[src/hdl/efm_defs.vh]
// constants for the external flash address map block
// assumes a 40 MHz ref_clk and a 16-bit wide parallel nor flash
`ifndef EFM_DEFS_VH
`define EFM_DEFS_VH

// top address bytes of the three windows
`define EFM_TOP_FIRST   8'hF8
`define EFM_TOP_BOOT    8'hF9
`define EFM_TOP_THIRD   8'hFA
// blocks 3..7 of a single large flash sit at identity addresses
`define EFM_TOP_ID_LO   8'h03
`define EFM_TOP_ID_HI   8'h07

// window indices
`define EFM_WIN_FIRST   2'h0
`define EFM_WIN_BOOT    2'h1
`define EFM_WIN_THIRD   2'h2

// boot fetch address: bootloader at start of block 0 (128 KB long)
`define EFM_BOOT_ADDR   32'hF9000000
`define EFM_BOOT_SIZE   32'h00020000
// reserved operating area, default and maximum 1 MB
`define EFM_RESV_START  32'hF9140000
`define EFM_RESV_UNIT   32'h00010000
`define EFM_RESV_MAX    5'h10

// probe reads this value when no device drives the bus
`define EFM_BLANK       16'hFFFF

// timing: flash access time, clock period, synchroniser latency
`define EFM_ACC_NS      90
`define EFM_CLK_NS      25
`define EFM_ACC_CYC     ((`EFM_ACC_NS + `EFM_CLK_NS - 1) / `EFM_CLK_NS)
`define EFM_SYNC_LAT    4
`define EFM_WAIT_CYC    (`EFM_ACC_CYC + `EFM_SYNC_LAT)

`endif

[src/hdl/efm_sync.v]
// three-stage synchroniser for a bus of pin inputs
// assumes the pins hold steady for several ref_clk cycles per change
`timescale 1ns/1ps
module efm_sync #(
  parameter W = 16
) (
  // clock and reset
  input  wire         ref_clk,
  input  wire         rst,
  // pins in, settled level out
  input  wire [W-1:0] pin_in,
  output reg  [W-1:0] level_out
);
  reg [W-1:0] s1_reg;
  reg [W-1:0] s2_reg;
  reg [W-1:0] s3_reg;

  // s1 is read by s2 alone; a change counts once s2 and s3 agree
  always @(posedge ref_clk) begin
    if (rst) begin
      s1_reg    <= {W{1'b0}};
      s2_reg    <= {W{1'b0}};
      s3_reg    <= {W{1'b0}};
      level_out <= {W{1'b0}};
    end else begin
      s1_reg <= pin_in;
      s2_reg <= s1_reg;
      s3_reg <= s2_reg;
      if (s2_reg == s3_reg) begin
        level_out <= s3_reg;
      end
    end
  end
endmodule // efm_sync

[src/hdl/efm_top.v]
// external flash address map: probe, boot fetch, decode, pattern load
// assumes one ref_clk domain and nor flash with a fixed access time
//
// Overview of operation
// three chip-select outputs: first window, boot window, third window
// each window spans at most 16 megabytes of flash
// two extension address lines reach past the per-window limit
// after power-up firmware is fetched from the boot window only
// every window is probed at power-up and presence is recorded
// no memory on the boot window means boot never completes
// block 0 at F9, 1 at FA, 2 at F8, blocks 3-7 identity
// a single flash up to 128 megabytes via selects plus extension lines
// an image lies wholly inside one window, never across two
// a stored pattern never crosses a 16-megabyte block boundary
// 128 KB bootloader expected at the very start of block 0
// reserved 1 MB region at F9140000 is never programmed
// reserved region defaults to 1 MB maximum, may be shrunk
// pattern load copies images from flash into internal memory
// extension pins serve flash addressing only, nothing else
// one select per access; none outside the mapped windows
`timescale 1ns/1ps
`include "efm_defs.vh"
module efm_top (
  // clock and reset
  input  wire        ref_clk,
  input  wire        rst,
  // configuration
  input  wire        cfg_single_flash,
  input  wire [4:0]  cfg_resv_64k,
  // single access request
  input  wire        req_valid,
  input  wire        req_write,
  input  wire [31:0] req_addr,
  input  wire [15:0] req_wdata,
  output reg         req_ready,
  output reg         rsp_valid,
  output reg         rsp_err,
  output reg  [15:0] rsp_data,
  // pattern load request
  input  wire        load_start,
  input  wire [31:0] load_addr,
  input  wire [15:0] load_words,
  output reg         load_busy,
  output reg         load_done,
  output reg         load_err,
  output reg         mem_wr_en,
  output reg  [15:0] mem_wr_addr,
  output reg  [15:0] mem_wr_data,
  // boot status
  output reg  [2:0]  win_present,
  output reg         boot_done,
  output reg         boot_fail,
  output reg  [15:0] boot_word,
  // flash pins
  output reg         flash_select_first_n,
  output reg         flash_select_boot_n,
  output reg         flash_select_third_n,
  output reg  [1:0]  flash_ext_addr,
  output reg  [22:0] flash_addr,
  output reg         flash_oe_n,
  output reg         flash_we_n,
  input  wire [15:0] flash_dq_in,
  output reg  [15:0] flash_dq_out,
  output reg         flash_dq_oe
);
  localparam [3:0] ST_PROBE = 4'h0;
  localparam [3:0] ST_PWAIT = 4'h1;
  localparam [3:0] ST_BOOT  = 4'h2;
  localparam [3:0] ST_BWAIT = 4'h3;
  localparam [3:0] ST_FAIL  = 4'h4;
  localparam [3:0] ST_IDLE  = 4'h5;
  localparam [3:0] ST_AWAIT = 4'h6;
  localparam [3:0] ST_LOAD  = 4'h7;
  localparam [3:0] ST_LWAIT = 4'h8;
  localparam [7:0] WAIT_CYC = `EFM_WAIT_CYC;
  localparam [7:0] DRV_CYC  = `EFM_ACC_CYC;

  reg  [3:0]  st_reg;
  reg  [7:0]  cnt_reg;
  reg  [1:0]  probe_reg;
  reg         wr_reg;
  reg  [31:0] cur_reg;
  reg  [15:0] left_reg;
  wire [15:0] dq_sync;

  efm_sync #(
    .W (16)
  ) u_sync (
    .ref_clk   (ref_clk),
    .rst       (rst),
    .pin_in    (flash_dq_in),
    .level_out (dq_sync)
  );

  // address decode shared by single accesses and pattern loads
  function [6:0] decode; // valid 6, ext 5:4, window 3:2, block 1:0
    input [31:0] a;
    input        single;
    reg   [7:0]  t;
    begin
      t      = a[31:24];
      decode = 7'h00;
      if (t == `EFM_TOP_BOOT) begin
        decode = {1'b1, 2'h0, `EFM_WIN_BOOT, 2'h0};
      end else if (t == `EFM_TOP_THIRD) begin
        decode = single ? {1'b1, 2'h0, `EFM_WIN_THIRD, 2'h1}
                        : {1'b1, 2'h0, `EFM_WIN_THIRD, 2'h1};
      end else if (t == `EFM_TOP_FIRST) begin
        decode = single ? {1'b1, 2'h1, `EFM_WIN_BOOT, 2'h2}
                        : {1'b1, 2'h0, `EFM_WIN_FIRST, 2'h2};
      end else if (single && t >= `EFM_TOP_ID_LO &&
                   t <= `EFM_TOP_ID_HI) begin
        // extension lines carry block bits 2:1, block bit 0 picks select
        decode = {1'b1, t[2:1], (t[0] ? `EFM_WIN_THIRD : `EFM_WIN_BOOT),
                  2'h3};
      end
    end
  endfunction

  wire [6:0]  req_dec  = decode(req_addr, cfg_single_flash);
  wire [6:0]  load_dec = decode(load_addr, cfg_single_flash);
  wire [6:0]  cur_dec  = decode(cur_reg, cfg_single_flash);
  // a present window is needed; single flash presence is taken from the boot window alone
  wire req_here  = req_dec[6] & (cfg_single_flash ? win_present[1]
                                 : win_present[req_dec[3:2]]);
  wire load_here = load_dec[6] & (cfg_single_flash ? win_present[1]
                                  : win_present[load_dec[3:2]]);

  // reserved area size, clamped to its 1 MB maximum
  wire [4:0]  resv_n   = (cfg_resv_64k > `EFM_RESV_MAX) ? `EFM_RESV_MAX
                                                        : cfg_resv_64k;
  wire [31:0] resv_end = `EFM_RESV_START +
                         {11'h000, resv_n, 16'h0000};
  wire in_resv = req_addr >= `EFM_RESV_START && req_addr < resv_end;
  // the bootloader is kept from programming as well, losing it bricks boot
  wire in_boot = req_addr >= `EFM_BOOT_ADDR &&
                 req_addr < `EFM_BOOT_ADDR + `EFM_BOOT_SIZE;
  wire wr_deny = req_write & (in_resv | in_boot);

  // last byte of a load; same top byte means same block and window
  wire [31:0] load_last = load_addr + {15'h0000, load_words, 1'b0} -
                          32'h00000001;
  wire load_split = load_last[31:24] != load_addr[31:24];

  always @(posedge ref_clk) begin
    if (rst) begin
      st_reg               <= ST_PROBE;
      cnt_reg              <= 8'h00;
      probe_reg            <= 2'h0;
      wr_reg               <= 1'b0;
      cur_reg              <= 32'h00000000;
      left_reg             <= 16'h0000;
      req_ready            <= 1'b0;
      rsp_valid            <= 1'b0;
      rsp_err              <= 1'b0;
      rsp_data             <= 16'h0000;
      load_busy            <= 1'b0;
      load_done            <= 1'b0;
      load_err             <= 1'b0;
      mem_wr_en            <= 1'b0;
      mem_wr_addr          <= 16'h0000;
      mem_wr_data          <= 16'h0000;
      win_present          <= 3'h0;
      boot_done            <= 1'b0;
      boot_fail            <= 1'b0;
      boot_word            <= 16'h0000;
      flash_select_first_n <= 1'b1;
      flash_select_boot_n  <= 1'b1;
      flash_select_third_n <= 1'b1;
      flash_ext_addr       <= 2'h0;
      flash_addr           <= 23'h000000;
      flash_oe_n           <= 1'b1;
      flash_we_n           <= 1'b1;
      flash_dq_out         <= 16'h0000;
      flash_dq_oe          <= 1'b0;
    end else begin
      rsp_valid <= 1'b0;
      load_done <= 1'b0;
      load_err  <= 1'b0;
      mem_wr_en <= 1'b0;
      // index steps after each pulse, whatever state follows it
      if (mem_wr_en) begin
        mem_wr_addr <= mem_wr_addr + 16'h0001;
      end
      case (st_reg)
        ST_PROBE: begin
          // read word 0 of each window in turn
          flash_select_first_n <= probe_reg != `EFM_WIN_FIRST;
          flash_select_boot_n  <= probe_reg != `EFM_WIN_BOOT;
          flash_select_third_n <= probe_reg != `EFM_WIN_THIRD;
          flash_ext_addr       <= 2'h0;
          flash_addr           <= 23'h000000;
          flash_oe_n           <= 1'b0;
          cnt_reg              <= 8'h00;
          st_reg               <= ST_PWAIT;
        end
        ST_PWAIT: begin
          cnt_reg <= cnt_reg + 8'h01;
          if (cnt_reg == WAIT_CYC) begin
            win_present[probe_reg] <= dq_sync != `EFM_BLANK;
            flash_select_first_n   <= 1'b1;
            flash_select_boot_n    <= 1'b1;
            flash_select_third_n   <= 1'b1;
            flash_oe_n             <= 1'b1;
            if (probe_reg == `EFM_WIN_THIRD) begin
              st_reg <= ST_BOOT;
            end else begin
              probe_reg <= probe_reg + 2'h1;
              st_reg    <= ST_PROBE;
            end
          end
        end
        ST_BOOT: begin
          if (!win_present[1]) begin
            st_reg <= ST_FAIL;
          end else begin
            // firmware comes from the boot window alone
            flash_select_boot_n <= 1'b0;
            flash_addr          <= 23'h000000;
            flash_oe_n          <= 1'b0;
            cnt_reg             <= 8'h00;
            st_reg              <= ST_BWAIT;
          end
        end
        ST_BWAIT: begin
          cnt_reg <= cnt_reg + 8'h01;
          if (cnt_reg == WAIT_CYC) begin
            boot_word           <= dq_sync;
            boot_done           <= 1'b1;
            req_ready           <= 1'b1;
            flash_select_boot_n <= 1'b1;
            flash_oe_n          <= 1'b1;
            st_reg              <= ST_IDLE;
          end
        end
        ST_FAIL: begin
          boot_fail <= 1'b1;
        end
        ST_IDLE: begin
          if (load_start) begin
            if (!load_here || load_split || load_words == 16'h0000) begin
              load_err <= 1'b1;
            end else begin
              cur_reg     <= load_addr;
              left_reg    <= load_words;
              mem_wr_addr <= 16'h0000;
              load_busy   <= 1'b1;
              req_ready   <= 1'b0;
              st_reg      <= ST_LOAD;
            end
          end else if (req_valid) begin
            if (!req_here || wr_deny) begin
              rsp_valid <= 1'b1;
              rsp_err   <= 1'b1;
            end else begin
              flash_select_first_n <= req_dec[3:2] != `EFM_WIN_FIRST;
              flash_select_boot_n  <= req_dec[3:2] != `EFM_WIN_BOOT;
              flash_select_third_n <= req_dec[3:2] != `EFM_WIN_THIRD;
              flash_ext_addr       <= req_dec[5:4];
              flash_addr           <= req_addr[23:1];
              flash_oe_n           <= req_write;
              flash_we_n           <= !req_write;
              flash_dq_out         <= req_wdata;
              flash_dq_oe          <= req_write;
              wr_reg               <= req_write;
              cnt_reg              <= 8'h00;
              req_ready            <= 1'b0;
              st_reg               <= ST_AWAIT;
            end
          end
        end
        ST_AWAIT: begin
          cnt_reg <= cnt_reg + 8'h01;
          // a write only needs the access time, a read also the sync
          if (cnt_reg == (wr_reg ? DRV_CYC : WAIT_CYC)) begin
            flash_select_first_n <= 1'b1;
            flash_select_boot_n  <= 1'b1;
            flash_select_third_n <= 1'b1;
            flash_oe_n           <= 1'b1;
            flash_we_n           <= 1'b1;
            flash_dq_oe          <= 1'b0;
            rsp_data             <= wr_reg ? 16'h0000 : dq_sync;
            rsp_err              <= 1'b0;
            rsp_valid            <= 1'b1;
            req_ready            <= 1'b1;
            st_reg               <= ST_IDLE;
          end
        end
        ST_LOAD: begin
          flash_select_first_n <= cur_dec[3:2] != `EFM_WIN_FIRST;
          flash_select_boot_n  <= cur_dec[3:2] != `EFM_WIN_BOOT;
          flash_select_third_n <= cur_dec[3:2] != `EFM_WIN_THIRD;
          flash_ext_addr       <= cur_dec[5:4];
          flash_addr           <= cur_reg[23:1];
          flash_oe_n           <= 1'b0;
          cnt_reg              <= 8'h00;
          st_reg               <= ST_LWAIT;
        end
        ST_LWAIT: begin
          cnt_reg <= cnt_reg + 8'h01;
          if (cnt_reg == WAIT_CYC) begin
            mem_wr_en            <= 1'b1;
            mem_wr_data          <= dq_sync;
            flash_select_first_n <= 1'b1;
            flash_select_boot_n  <= 1'b1;
            flash_select_third_n <= 1'b1;
            flash_oe_n           <= 1'b1;
            cur_reg              <= cur_reg + 32'h00000002;
            left_reg             <= left_reg - 16'h0001;
            if (left_reg == 16'h0001) begin
              load_done <= 1'b1;
              load_busy <= 1'b0;
              req_ready <= 1'b1;
              st_reg    <= ST_IDLE;
            end else begin
              st_reg <= ST_LOAD;
            end
          end
        end
        default: begin
          st_reg <= ST_IDLE;
        end
      endcase
    end
  end
endmodule // efm_top

[config.mk]
export PLATFORM = sky130hd
export DESIGN_NAME = efm_top
export DESIGN_NICKNAME = d
export VERILOG_FILES = /design/src/hdl/efm_sync.v /design/src/hdl/efm_top.v
export VERILOG_INCLUDE_DIRS = /design/src /design/src/hdl
export SDC_FILE = /design/constraint.sdc
export NUM_CORES = 1
export LEC_CHECK = 0
export ABC_CLOCK_PERIOD_IN_PS = 4600
export BUFFER_PORTS_ARGS = -buffer_cell sky130_fd_sc_hd__buf_2
export CAP_MARGIN = 25
export CORE_UTILIZATION = 45
export CTS_CLUSTER_DIAMETER = 30
export CTS_CLUSTER_SIZE = 30
export DETAILED_ROUTE_END_ITERATION = 10
export PLACE_DENSITY = 0.72
export SYNTH_ARGS = -nofsm -noshare
export SYNTH_HDL_FRONTEND = slang
export SYNTH_SLANG_ARGS = --single-unit
[constraint.sdc]
create_clock -name ref_clk -period 4.6 [get_ports ref_clk]
set_input_delay 0.23 -clock ref_clk [delete_from_list [all_inputs] [get_ports ref_clk]]
set_output_delay 0.23 -clock ref_clk [all_outputs]
set_load 0.005 [all_outputs]
Yosys cells after proc, flatten, opt, wreduce, memory -nomap -nowiden
Cells that the tools add are included.

Register bits after elaboration: 250. Input port bits: 123. Logic and storage cells: 283.

Reductions and logical operators: 54. Multiplexer cells: 115. Magnitude comparators: 15. $add $sub $neg: 8. Eq/ne operators: 47. Bitwise gates (word level): 11.

Operators by type and width (count): 16-bit two-way mux (8); 32-bit two-way mux (3); 23-bit two-way mux (4); 23-bit case mux with 4 select lines (1); 8-bit equality test, second input constant (9); 32-bit >= comparator, second input constant (2); 32-bit case mux with 2 select lines (1); 7-bit two-way mux (8); 1-bit two-way mux (44); 4-bit two-way mux (9); 4-bit case mux with 9 select lines (1); 32-bit by 17-bit adder with 32-bit output (1); 32-bit by 2-bit adder with 32-bit output, second input constant (1); 32-bit < comparator (1); 32-bit < comparator, second input constant (1); 8-bit two-way mux (4); 16-bit case mux with 2 select lines (1); 8-bit case mux with 4 select lines (1); 32-bit by 1-bit subtractor with 32-bit output, second input constant (1); 2-bit inequality test, second input constant (15); 28-bit by 22-bit adder with 29-bit output, first input constant (1); 5-bit AND reduction (5); 8-bit by 2-bit >= comparator with 1-bit output, second input constant (3); 8-bit by 3-bit <= comparator with 1-bit output, second input constant (3); 54 further kinds (122).

Depth between registers and ports, before layout
Gate-level depths: netlist of run 1.

Depth in word-level cells: 17. Depth in mapped cells: 17.

By module
A second synthesis of run 1 with hierarchy kept.

Cell total of the unflattened synthesis: 1719. Area total of the unflattened synthesis: 13814.5 sq um.

Modules (own cells, without submodules): efm_top (times used 1, cells each 1529, area an instance 11641.2 sq um); efm_sync (times used 1, cells each 190, area an instance 2173.3 sq um).

Least setup slack after synthesis of run 1
Ideal clock, no wire load.

Path kind: input to register. From: input port load_addr[8]. To: register cur_reg[19]. Path buffers: 1. Slack: 0.933 ns. Data arrival time: 3.552 ns. Setup time: 0.116 ns. Cell stages on the path: 15. Cell sequence: inv_1 -> ha_1 -> inv_1 -> ha_1 -> and2_1 -> a221o_1 -> a211oi_2 -> a2111oi_2 -> a2111oi_2 -> xnor2_1 -> nor4_4 -> nand2_2 -> buf_2 -> a2111o_1 -> and3_1.

Longest elaborated chain between the ends: 7.

Ends and longest elaborated chain: from (decl) (line efm_top.v:41) `input wire [31:0] load_addr,`; 32-bit by 17-bit adder with 32-bit output (line efm_top.v:141) `wire [31:0] load_last = load_addr + {15'h0000, load_words, 1'b0} -`; 32-bit by 1-bit subtractor with 32-bit output (line efm_top.v:141); 8-bit inequality test (line efm_top.v:143) `wire load_split = load_last[31:24] != load_addr[31:24];`; 1-bit logical OR (2 in a row) (line efm_top.v:241) `if (!load_here || load_split || load_words == 16'h0000) begin`; 2-bit inequality test (no source line); 4-bit AND reduction (no source line); to (signal assigned) (line efm_top.v:244) `cur_reg <= load_addr;`; to (signal assigned) (line efm_top.v:308) `cur_reg <= cur_reg + 32'h00000002;`; to (decl) (line efm_top.v:82) `reg [31:0] cur_reg;`.

Every way passes these cells. A chain may end at the register's enable or synchronous reset.

Worst setup path in the final report of run 1
From: input port load_addr[13]. To: register left_reg[13].

Longest elaborated chain between the ends: 7.

Ends and longest elaborated chain: 32-bit by 17-bit adder with 32-bit output (line efm_top.v:141); 32-bit by 1-bit subtractor with 32-bit output (line efm_top.v:141); 8-bit inequality test (line efm_top.v:143); 1-bit logical OR (2 in a row) (line efm_top.v:241); 2-bit inequality test (no source line); 4-bit AND reduction (no source line); to (signal assigned) (line efm_top.v:245) `left_reg <= load_words;`; to (signal assigned) (line efm_top.v:309) `left_reg <= left_reg - 16'h0001;`; to (decl) (line efm_top.v:83) `reg [15:0] left_reg;`.

Every way passes these cells.

==> results of run 1 <==
## cells in the final DEF, fill, tap and decap left out, drive strengths merged, types with 10 or more instances in the layout
cell / count
xnor2: 39
nand3b: 20
nor4: 20
buf: 270
and3: 13
clkbuf: 63
a22oi: 32
nand2b: 23
a31oi: 13
or3: 15
a21oi: 172
o21ai: 72
nand2: 193
xor2: 13
dfxtp: 249
a2111oi: 11
nor2b: 60
inv: 128
nor3: 39
o22ai: 10
nand3: 49
dlygate4sd3: 34
a211oi: 42
ha: 71
mux2i: 23
nor2: 172
nand4: 29
## per-layer routing
layer | vias up | routed length (um)
met2 | 574 | 18800
met1 | 6366 | 18000
met3 | 110 | 3280
met5 | - | 0
met4 | 0 | 1570
li1 | 6679 | -
## worst max-delay path, cell delays in order
cell and delay [ns]:
sky130_fd_sc_hd__dlygate4sd3_1 0.52, sky130_fd_sc_hd__buf_2 0.15, sky130_fd_sc_hd__inv_1 0.05, sky130_fd_sc_hd__ha_1 0.26, sky130_fd_sc_hd__inv_1 0.04, sky130_fd_sc_hd__ha_1 0.35, sky130_fd_sc_hd__a21oi_1 0.28, sky130_fd_sc_hd__o211ai_1 0.13
sky130_fd_sc_hd__a221o_1 0.40, sky130_fd_sc_hd__o31ai_1 0.36, sky130_fd_sc_hd__o31a_1 0.20, sky130_fd_sc_hd__o2111ai_1 0.17, sky130_fd_sc_hd__nor4_4 0.52, sky130_fd_sc_hd__nand2_2 0.20, sky130_fd_sc_hd__buf_4 0.24, sky130_fd_sc_hd__a311oi_1 0.40
sky130_fd_sc_hd__a2111oi_2 0.08
## power by group through the flow
| stage | logic [mW] | registers [mW] | clock network [mW] |
|---|---|---|---|
| after floorplan | 0.381 | 2.26 | 0 |
| after global placement | 0.570 | 2.26 | 0 |
| after detailed placement | 0.578 | 2.26 | 0 |
| after CTS | 0.603 | 2.22 | 4.24 |
| after global routing | 0.672 | 2.22 | 4.37 |
| final | 0.610 | 2.22 | 4.19 |
## how the worst max path moves through the flow
stage | start | end | slack (ns) | depth (start not counted)
2_1_floorplan | load_addr[8] | cur_reg[19] | 0.93 | 15
3_3_place_gp | load_words[7] | left_reg[7] | 0.37 | 17
3_5_place_dp | load_words[7] | left_reg[13] | 0.32 | 17
4_1_cts | load_addr[13] | left_reg[13] | 0.48 | 17
5_1_grt | load_addr[13] | left_reg[13] | 0.18 | 17
6_report | load_addr[13] | left_reg[13] | 0.41 | 17
## kinds of logic after synthesis
family,Yosys count,synth area share
flip-flops,249,0.366
adder cells (fa/ha/maj),71,0.0653
multiplexers,24,0.0178
AO/OA/AOI/OAI,446,0.212
AND/OR/NAND/NOR,681,0.247
buffers and inverters,205,0.0576
XOR/XNOR,52,0.0335
## area by class of cell
class | instances | area share
Clock buffer | 63 | 0.0829
Clock inverter | 39 | 0.0329
Inverter | 110 | 0.0235
Multi-Input combinational cell | 1274 | 0.448
Sequential cell | 249 | 0.284
Tap cell | 390 | 0.0278
Timing Repair Buffer | 304 | 0.101
## repair_timing
item	CTS	global route
endpoints found under the hold margin	34	0
hold buffers	34	0
buffers inserted	0	0
==> impl_metrics.py, run 1 <==
metrics = {
    "run_status": {
        "run_status": "finished, final reports clean",
    },
    "route": {
        "tritonroute_pass_1_iters": 7,
        "routed_wire_length_per_instance_um": 17.1,
        "viasPerCell": 5.65,
        "detail-route-antenna-nets": 0,
        "wirelength_mm": 41.6,
        "via_count": 13700,
        "drc_errors": 0,
        "detail_route.iter0.violations": 1218,
    },
    "power": {
        "max-vdd-ir-drop_mv": 0.286,
        "switching_share": 0.254,
        "clock_power_share": 0.597,
        "power.static_leakage_nw": 7.16,
        "comb_power_share": 0.087,
        "p_sw_mw": 1.79,
        "power.sequential.fraction": 0.316,
        "total_power_of_the_final_layout_mw": 7.02,
        "power_density_mw_per_mm2": 400,
        "internal_power_mw": 5.24,
    },
    "worst_setup_path": {
        "worstReg2RegStart": "st_reg[3]",
        "critPathLaunchType": "input pin",
        "crit_path_end_kind": "register",
        "regToRegEndpoint": "flash_select_boot_n",
        "ff2ff_path_depth": 9,
        "critPathRequiredTime_ns": 5.00,
        "worst_ep_arrival_time_ns": 4.59,
        "reg_to_reg_slack_setup_ns": 1.10,
        "timing.setup.critical_path_class": "in -> reg",
        "critical_path.max_fanout": 11,
    },
    "global_route": {
        "grt_util_all_layers": 0.260,
        "global_route.overflow_total": 0,
        "gr-max-usage-layer": "met2",
        "grt_pass1_vias": 12500,
        "grt_antenna_before_repair": 0,
        "grt_start_max_net_pins": 95,
        "grt.met2_usage": 0.412,
        "grt_util_met3": 0.0442,
        "wire_length_of_the_first_global_routing_pass_mm": 64.6,
        "global_route.usage.met1": 0.346,
    },
    "sta": {
        "finalHoldViolCount": 0,
        "fin_hold_ws_ns": 0.0126,
        "timing.max_slew.rel_slack": 0.351,
        "min_period_over_period": 0.911,
        "finalSetupViolCount": 0,
        "fin_skew_ns": 0.0456,
        "timing.setup.tns_ns": 0,
        "achievable-frequency_ghz": 0.239,
        "finalMaxSlewViolations": 0,
        "setup_slack_ns": 0.408,
        "worst-slew-pin-transition_ns": 0.974,
        "unrepaired_setup_endpoints_after_global_routing": "false",
        "final_period_minus_worst_setup_slack_ns": 4.19,
    },
    "synth": {
        "yosys.area.top_type_share": 0.366,
        "synth_enable_flop_cells": 0,
        "synth_top_area_cell": "sky130_fd_sc_hd__dfxtp_1",
        "netlist_top_cells_count": "249 x sky130_fd_sc_hd__dfxtp_1, 192 x sky130_fd_sc_hd__nand2_1, 172 x sky130_fd_sc_hd__nor2_1",
        "post_synth.cell_area_avg_um2": 7.87,
        "netlist-cell-type-count": 77,
        "synth_sequential_area_ratio": 0.366,
        "async_reset_ff_frac": 0,
        "synth.top_cells.by_area": "sky130_fd_sc_hd__dfxtp_1 37%, sky130_fd_sc_hd__ha_1 6.5%, sky130_fd_sc_hd__a21oi_1 6.3%",
        "synth_nets": 1922,
        "syn_inst": 1728,
        "yosys_register_bits": 249,
        "syn_area_mm2": 0.0136,
        "leading_cell_type_by_number_of_instances_after_synthesis": "sky130_fd_sc_hd__dfxtp_1",
        "ys.warnings.count": 0,
        "ys_dominant_reg_cell": "sky130_fd_sc_hd__dfxtp_1",
    },
    "cells_and_area": {
        "largest_register_ffs": 31,
        "layout.nets": 2187,
        "post-route-util": 0.591,
        "multi_input_area_mm2": 0.00787,
        "fill_cells": 2611,
        "synthesis_to_finish_area_growth_pct": 29.1,
        "post-route-cell-area_mm2": 0.0176,
        "antenna-diode-count": 0,
        "finalNonFillerCells": 2429,
        "ff_latch_area_mm2": 0.00498,
        "drive_gt1_frac": 0.202,
    },
    "place": {
        "detailed_place_hpwl_mm": 29.5,
        "count_of_input_and_output_buffers": 244,
        "routabilityCongestion": 0.965,
        "place_ws_ns": 0.319,
        "post_dp_cell_area_mm2": 0.0152,
        "number_of_placed_cells_counting_well_taps": 2293,
    },
    "clocking": {
        "clock-root-buffer": "sky130_fd_sc_hd__clkbuf_16",
        "ctsResizeCount": 0,
        "cts.clk_slew.worst_paths_ns": 0.05,
        "cts_buffers": 54,
        "tritoncts": "yes",
        "worstSkewPairLatency_ns": 0.58,
        "h-tree-depth": 2,
        "number_of_buffers_between_clock_root_and_the_deepest_sink": 3,
        "cts_sinks": 249,
    },
    "floorplanning": {
        "ios": 246,
        "start_util": 0.458,
        "std_cell_rows": 63,
        "die-area_mm2": 0.0309,
        "die_height_um": 176,
        "dieWidth_um": 176,
        "core-area_mm2": 0.0297,
    },
    "hold_path": {
        "whs_endpoint": "cur_reg[14]",
        "hold-path-cell-count": 3,
        "holdCritPathClass": "in -> reg",
        "hold_path.startpoint": "load_addr[14]",
    },
    "run": {
        "max_cap_violations": 0,
    },
}
(Power assumes the default switching activity.)
==> inputs of run 2 (changes only) <==
--- a/config.mk
+++ b/config.mk
@@ -10,9 +10,9 @@
 export BUFFER_PORTS_ARGS = -buffer_cell sky130_fd_sc_hd__buf_2
 export CAP_MARGIN = 25
 export CORE_UTILIZATION = 45
-export CTS_CLUSTER_DIAMETER = 30
-export CTS_CLUSTER_SIZE = 30
+export CTS_CLUSTER_SIZE = 28
 export DETAILED_ROUTE_END_ITERATION = 10
+export GPL_TIMING_DRIVEN = 0
 export PLACE_DENSITY = 0.72
 export SYNTH_ARGS = -nofsm -noshare
 export SYNTH_HDL_FRONTEND = slang
==> impl_metrics.py, run 2 (synthesis gave the netlist of run 1 again) <==
metrics = {
    "floorplanning": {
        "die-area_mm2": 0.0309,
        "dieWidth_um": 176,
        "ios": 246,
        "start_util": 0.458,
        "std_cell_rows": 63,
        "die_height_um": 176,
        "core-area_mm2": 0.0297,
    },
    "global_route": {
        "grt_pass1_vias": 13300,
        "global_route.overflow_total": 0,
        "wire_length_of_the_first_global_routing_pass_mm": 70.4,
        "grt_antenna_before_repair": 0,
        "grt_start_max_net_pins": 15,
        "grt_util_all_layers": 0.287,
    },
    "cells_and_area": {
        "synthesis_to_finish_area_growth_pct": 21.8,
        "post-route-util": 0.557,
        "layout.nets": 2232,
        "drive_gt1_frac": 0.161,
        "antenna-diode-count": 0,
        "commonest_non_fill_non_tap_cells_in_the_layout": "249 x sky130_fd_sc_hd__buf_2, 249 x sky130_fd_sc_hd__dfxtp_1, 192 x sky130_fd_sc_hd__nand2_1, 172 x sky130_fd_sc_hd__nor2_1, 171 x sky130_fd_sc_hd__a21oi_1",
        "post-route-cell-area_mm2": 0.0166,
        "largest_register_ffs": 31,
    },
    "route": {
        "via_count": 14100,
        "viasPerCell": 5.75,
        "wirelength_mm": 45.3,
        "detail-route-antenna-nets": 0,
        "drc_errors": 0,
        "routed_wire_length_per_instance_um": 18.5,
        "tritonroute_pass_1_iters": 5,
        "detail_route.iter0.violations": 1296,
    },
    "sta": {
        "fin_hold_ws_ns": 0.0140,
        "timing.max_slew.rel_slack": 0.302,
        "fin_skew_ns": 0.0209,
        "unrepaired_setup_endpoints_after_global_routing": "true",
        "setup_slack_ns": 0.265,
        "achievable-frequency_ghz": 0.231,
        "worst-slew-pin-transition_ns": 1.04,
        "finalHoldViolCount": 0,
        "finalMaxSlewViolations": 0,
        "finalSetupViolCount": 0,
        "final_period_minus_worst_setup_slack_ns": 4.34,
        "min_period_over_period": 0.942,
    },
    "place": {
        "detailed_place_hpwl_mm": 34.1,
        "count_of_input_and_output_buffers": 244,
        "routabilityCongestion": 0.967,
        "post_dp_cell_area_mm2": 0.0153,
        "place_ws_ns": -0.339,
    },
    "power": {
        "power_density_mw_per_mm2": 301,
        "clock_power_share": 0.429,
        "internal_power_mw": 3.66,
        "switching_share": 0.266,
        "power.sequential.fraction": 0.444,
        "total_power_of_the_final_layout_mw": 4.99,
        "max-vdd-ir-drop_mv": 0.259,
        "comb_power_share": 0.127,
        "power.static_leakage_nw": 6.61,
        "p_sw_mw": 1.33,
    },
    "worst_setup_path": {
        "critical_path.cell_chain": "dlygate4sd3_1 -> buf_2 -> inv_1 -> ha_1 -> inv_1 -> ha_1 -> a21o_1 -> a21oi_1 -> a2111oi_0 -> o31ai_1 -> o31a_1 -> o2111ai_1 -> nor4_4 -> a21oi_1 -> clkbuf_1 -> o21ai_0 -> o21ai_1",
        "ff2ff_path_depth": 10,
        "cell_with_the_biggest_individual_delay_on_the_critical_path": "sky130_fd_sc_hd__nor4_4",
        "regToRegEndpoint": "cur_reg[13]",
        "worst_ep_arrival_time_ns": 4.76,
        "crit_path_end_kind": "register",
        "reg_to_reg_slack_setup_ns": 0.88,
        "worstReg2RegStart": "st_reg[0]",
        "max_stage_delay_ns": 0.78,
        "critPathLaunchType": "input pin",
        "critPathRequiredTime_ns": 5.03,
        "timing.setup.critical_path_class": "in -> reg",
        "critical_path.max_fanout": 10,
    },
    "clocking": {
        "post_cts_buffers": 0,
        "cts_sinks": 249,
        "cts.clk_slew.worst_paths_ns": 0.06,
        "tritoncts": "yes",
        "number_of_buffers_between_clock_root_and_the_deepest_sink": 3,
        "h-tree-depth": 1,
        "cts_buffers": 27,
        "clock-root-buffer": "sky130_fd_sc_hd__clkbuf_16",
        "worstSkewPairLatency_ns": 0.56,
    },
    "hold_path": {
        "hold-path-cell-count": 3,
        "holdCritPathClass": "in -> reg",
        "hold_path.startpoint": "load_addr[6]",
        "whs_endpoint": "cur_reg[6]",
    },
    "run_status": {
        "run_status": "finished, final reports clean",
    },
    "run": {
        "max_cap_violations": 0,
    },
}
[run 2: changes by cell type in the layout (fill, tap and decap cells not counted), sizes merged, moves of 2 or more]
| cell | change |
|---|---|
| clkbuf | +49 |
| inv | -17 |
| buf | -7 |
| bufinv | -7 |
| clkinvlp | -2 |
| dlygate4sd3 | +2 |
[run 2: repair_timing]
item | in CTS | in global routing
resized for setup | 0 | 2
hold buffers | 36 | 0
endpoints found under the hold margin | 36 | 0
endpoints found under the setup margin | 0 | 43
[run 2: power groups by stage]
| stage | Sequential [mW] | Clock, mW | Combinational (mW) |
|---|---|---|---|
| after detailed placement | 2.26 | 0 | 0.595 |
| after floorplan | 2.26 | 0 | 0.381 |
| final | 2.21 | 2.14 | 0.635 |
| after global placement | 2.26 | 0 | 0.584 |
| after global routing | 2.22 | 2.25 | 0.703 |
| after CTS | 2.21 | 2.15 | 0.623 |
[run 2: worst max path at each step]
stage	start	endpoint	slack, ns	cells after the start
2_1_floorplan	load_addr[8]	cur_reg[19]	0.93	15
3_3_place_gp	load_addr[26]	cur_reg[27]	-0.36	13
3_5_place_dp	load_addr[26]	cur_reg[27]	-0.34	13
4_1_cts	load_addr[4]	cur_reg[27]	0.03	15
5_1_grt	load_addr[4]	left_reg[4]	-0.0006	17
6_report	load_addr[4]	cur_reg[13]	0.26	17
[run 2: metrics by stage]
stage | std cells | setup TNS (ns)
finish | 2446 | 0
global route | 2446 | -0.000583
CTS | 2445 | 0
detailed placement | 2362 | -1.81
global placement | 2362 | -3.16
floorplan | 1728 | 0
[run 2: area by class of cell]
cell class	instances	area, um^2
buffer	95	370
clock buffer	35	756
clock inverter	12	111
fill	2739	13200
inverter	110	413
multi-input combinational	1274	7850
sequential	249	4980
tap	390	488
timing repair buffer	281	1590
[run 2: routing by layer]
layer | vias up | part of all wire | GRT usage
li1 | 6729 | - | -
met1 | 6521 | 0.42 | 0.376
met2 | 667 | 0.45 | 0.463
met3 | 138 | 0.084 | 0.0465
met4 | 0 | 0.046 | 0.125
met5 | - | 0 | 0
[run 2: critical path, delay by kind of cell]
kind                     cells  cell delay (ns)
AO/OA/AOI/OAI                9             2.20
buffers and inverters        5             1.11
AND/OR/NAND/NOR              1             0.78
adder cells (fa/ha/maj)      2             0.44
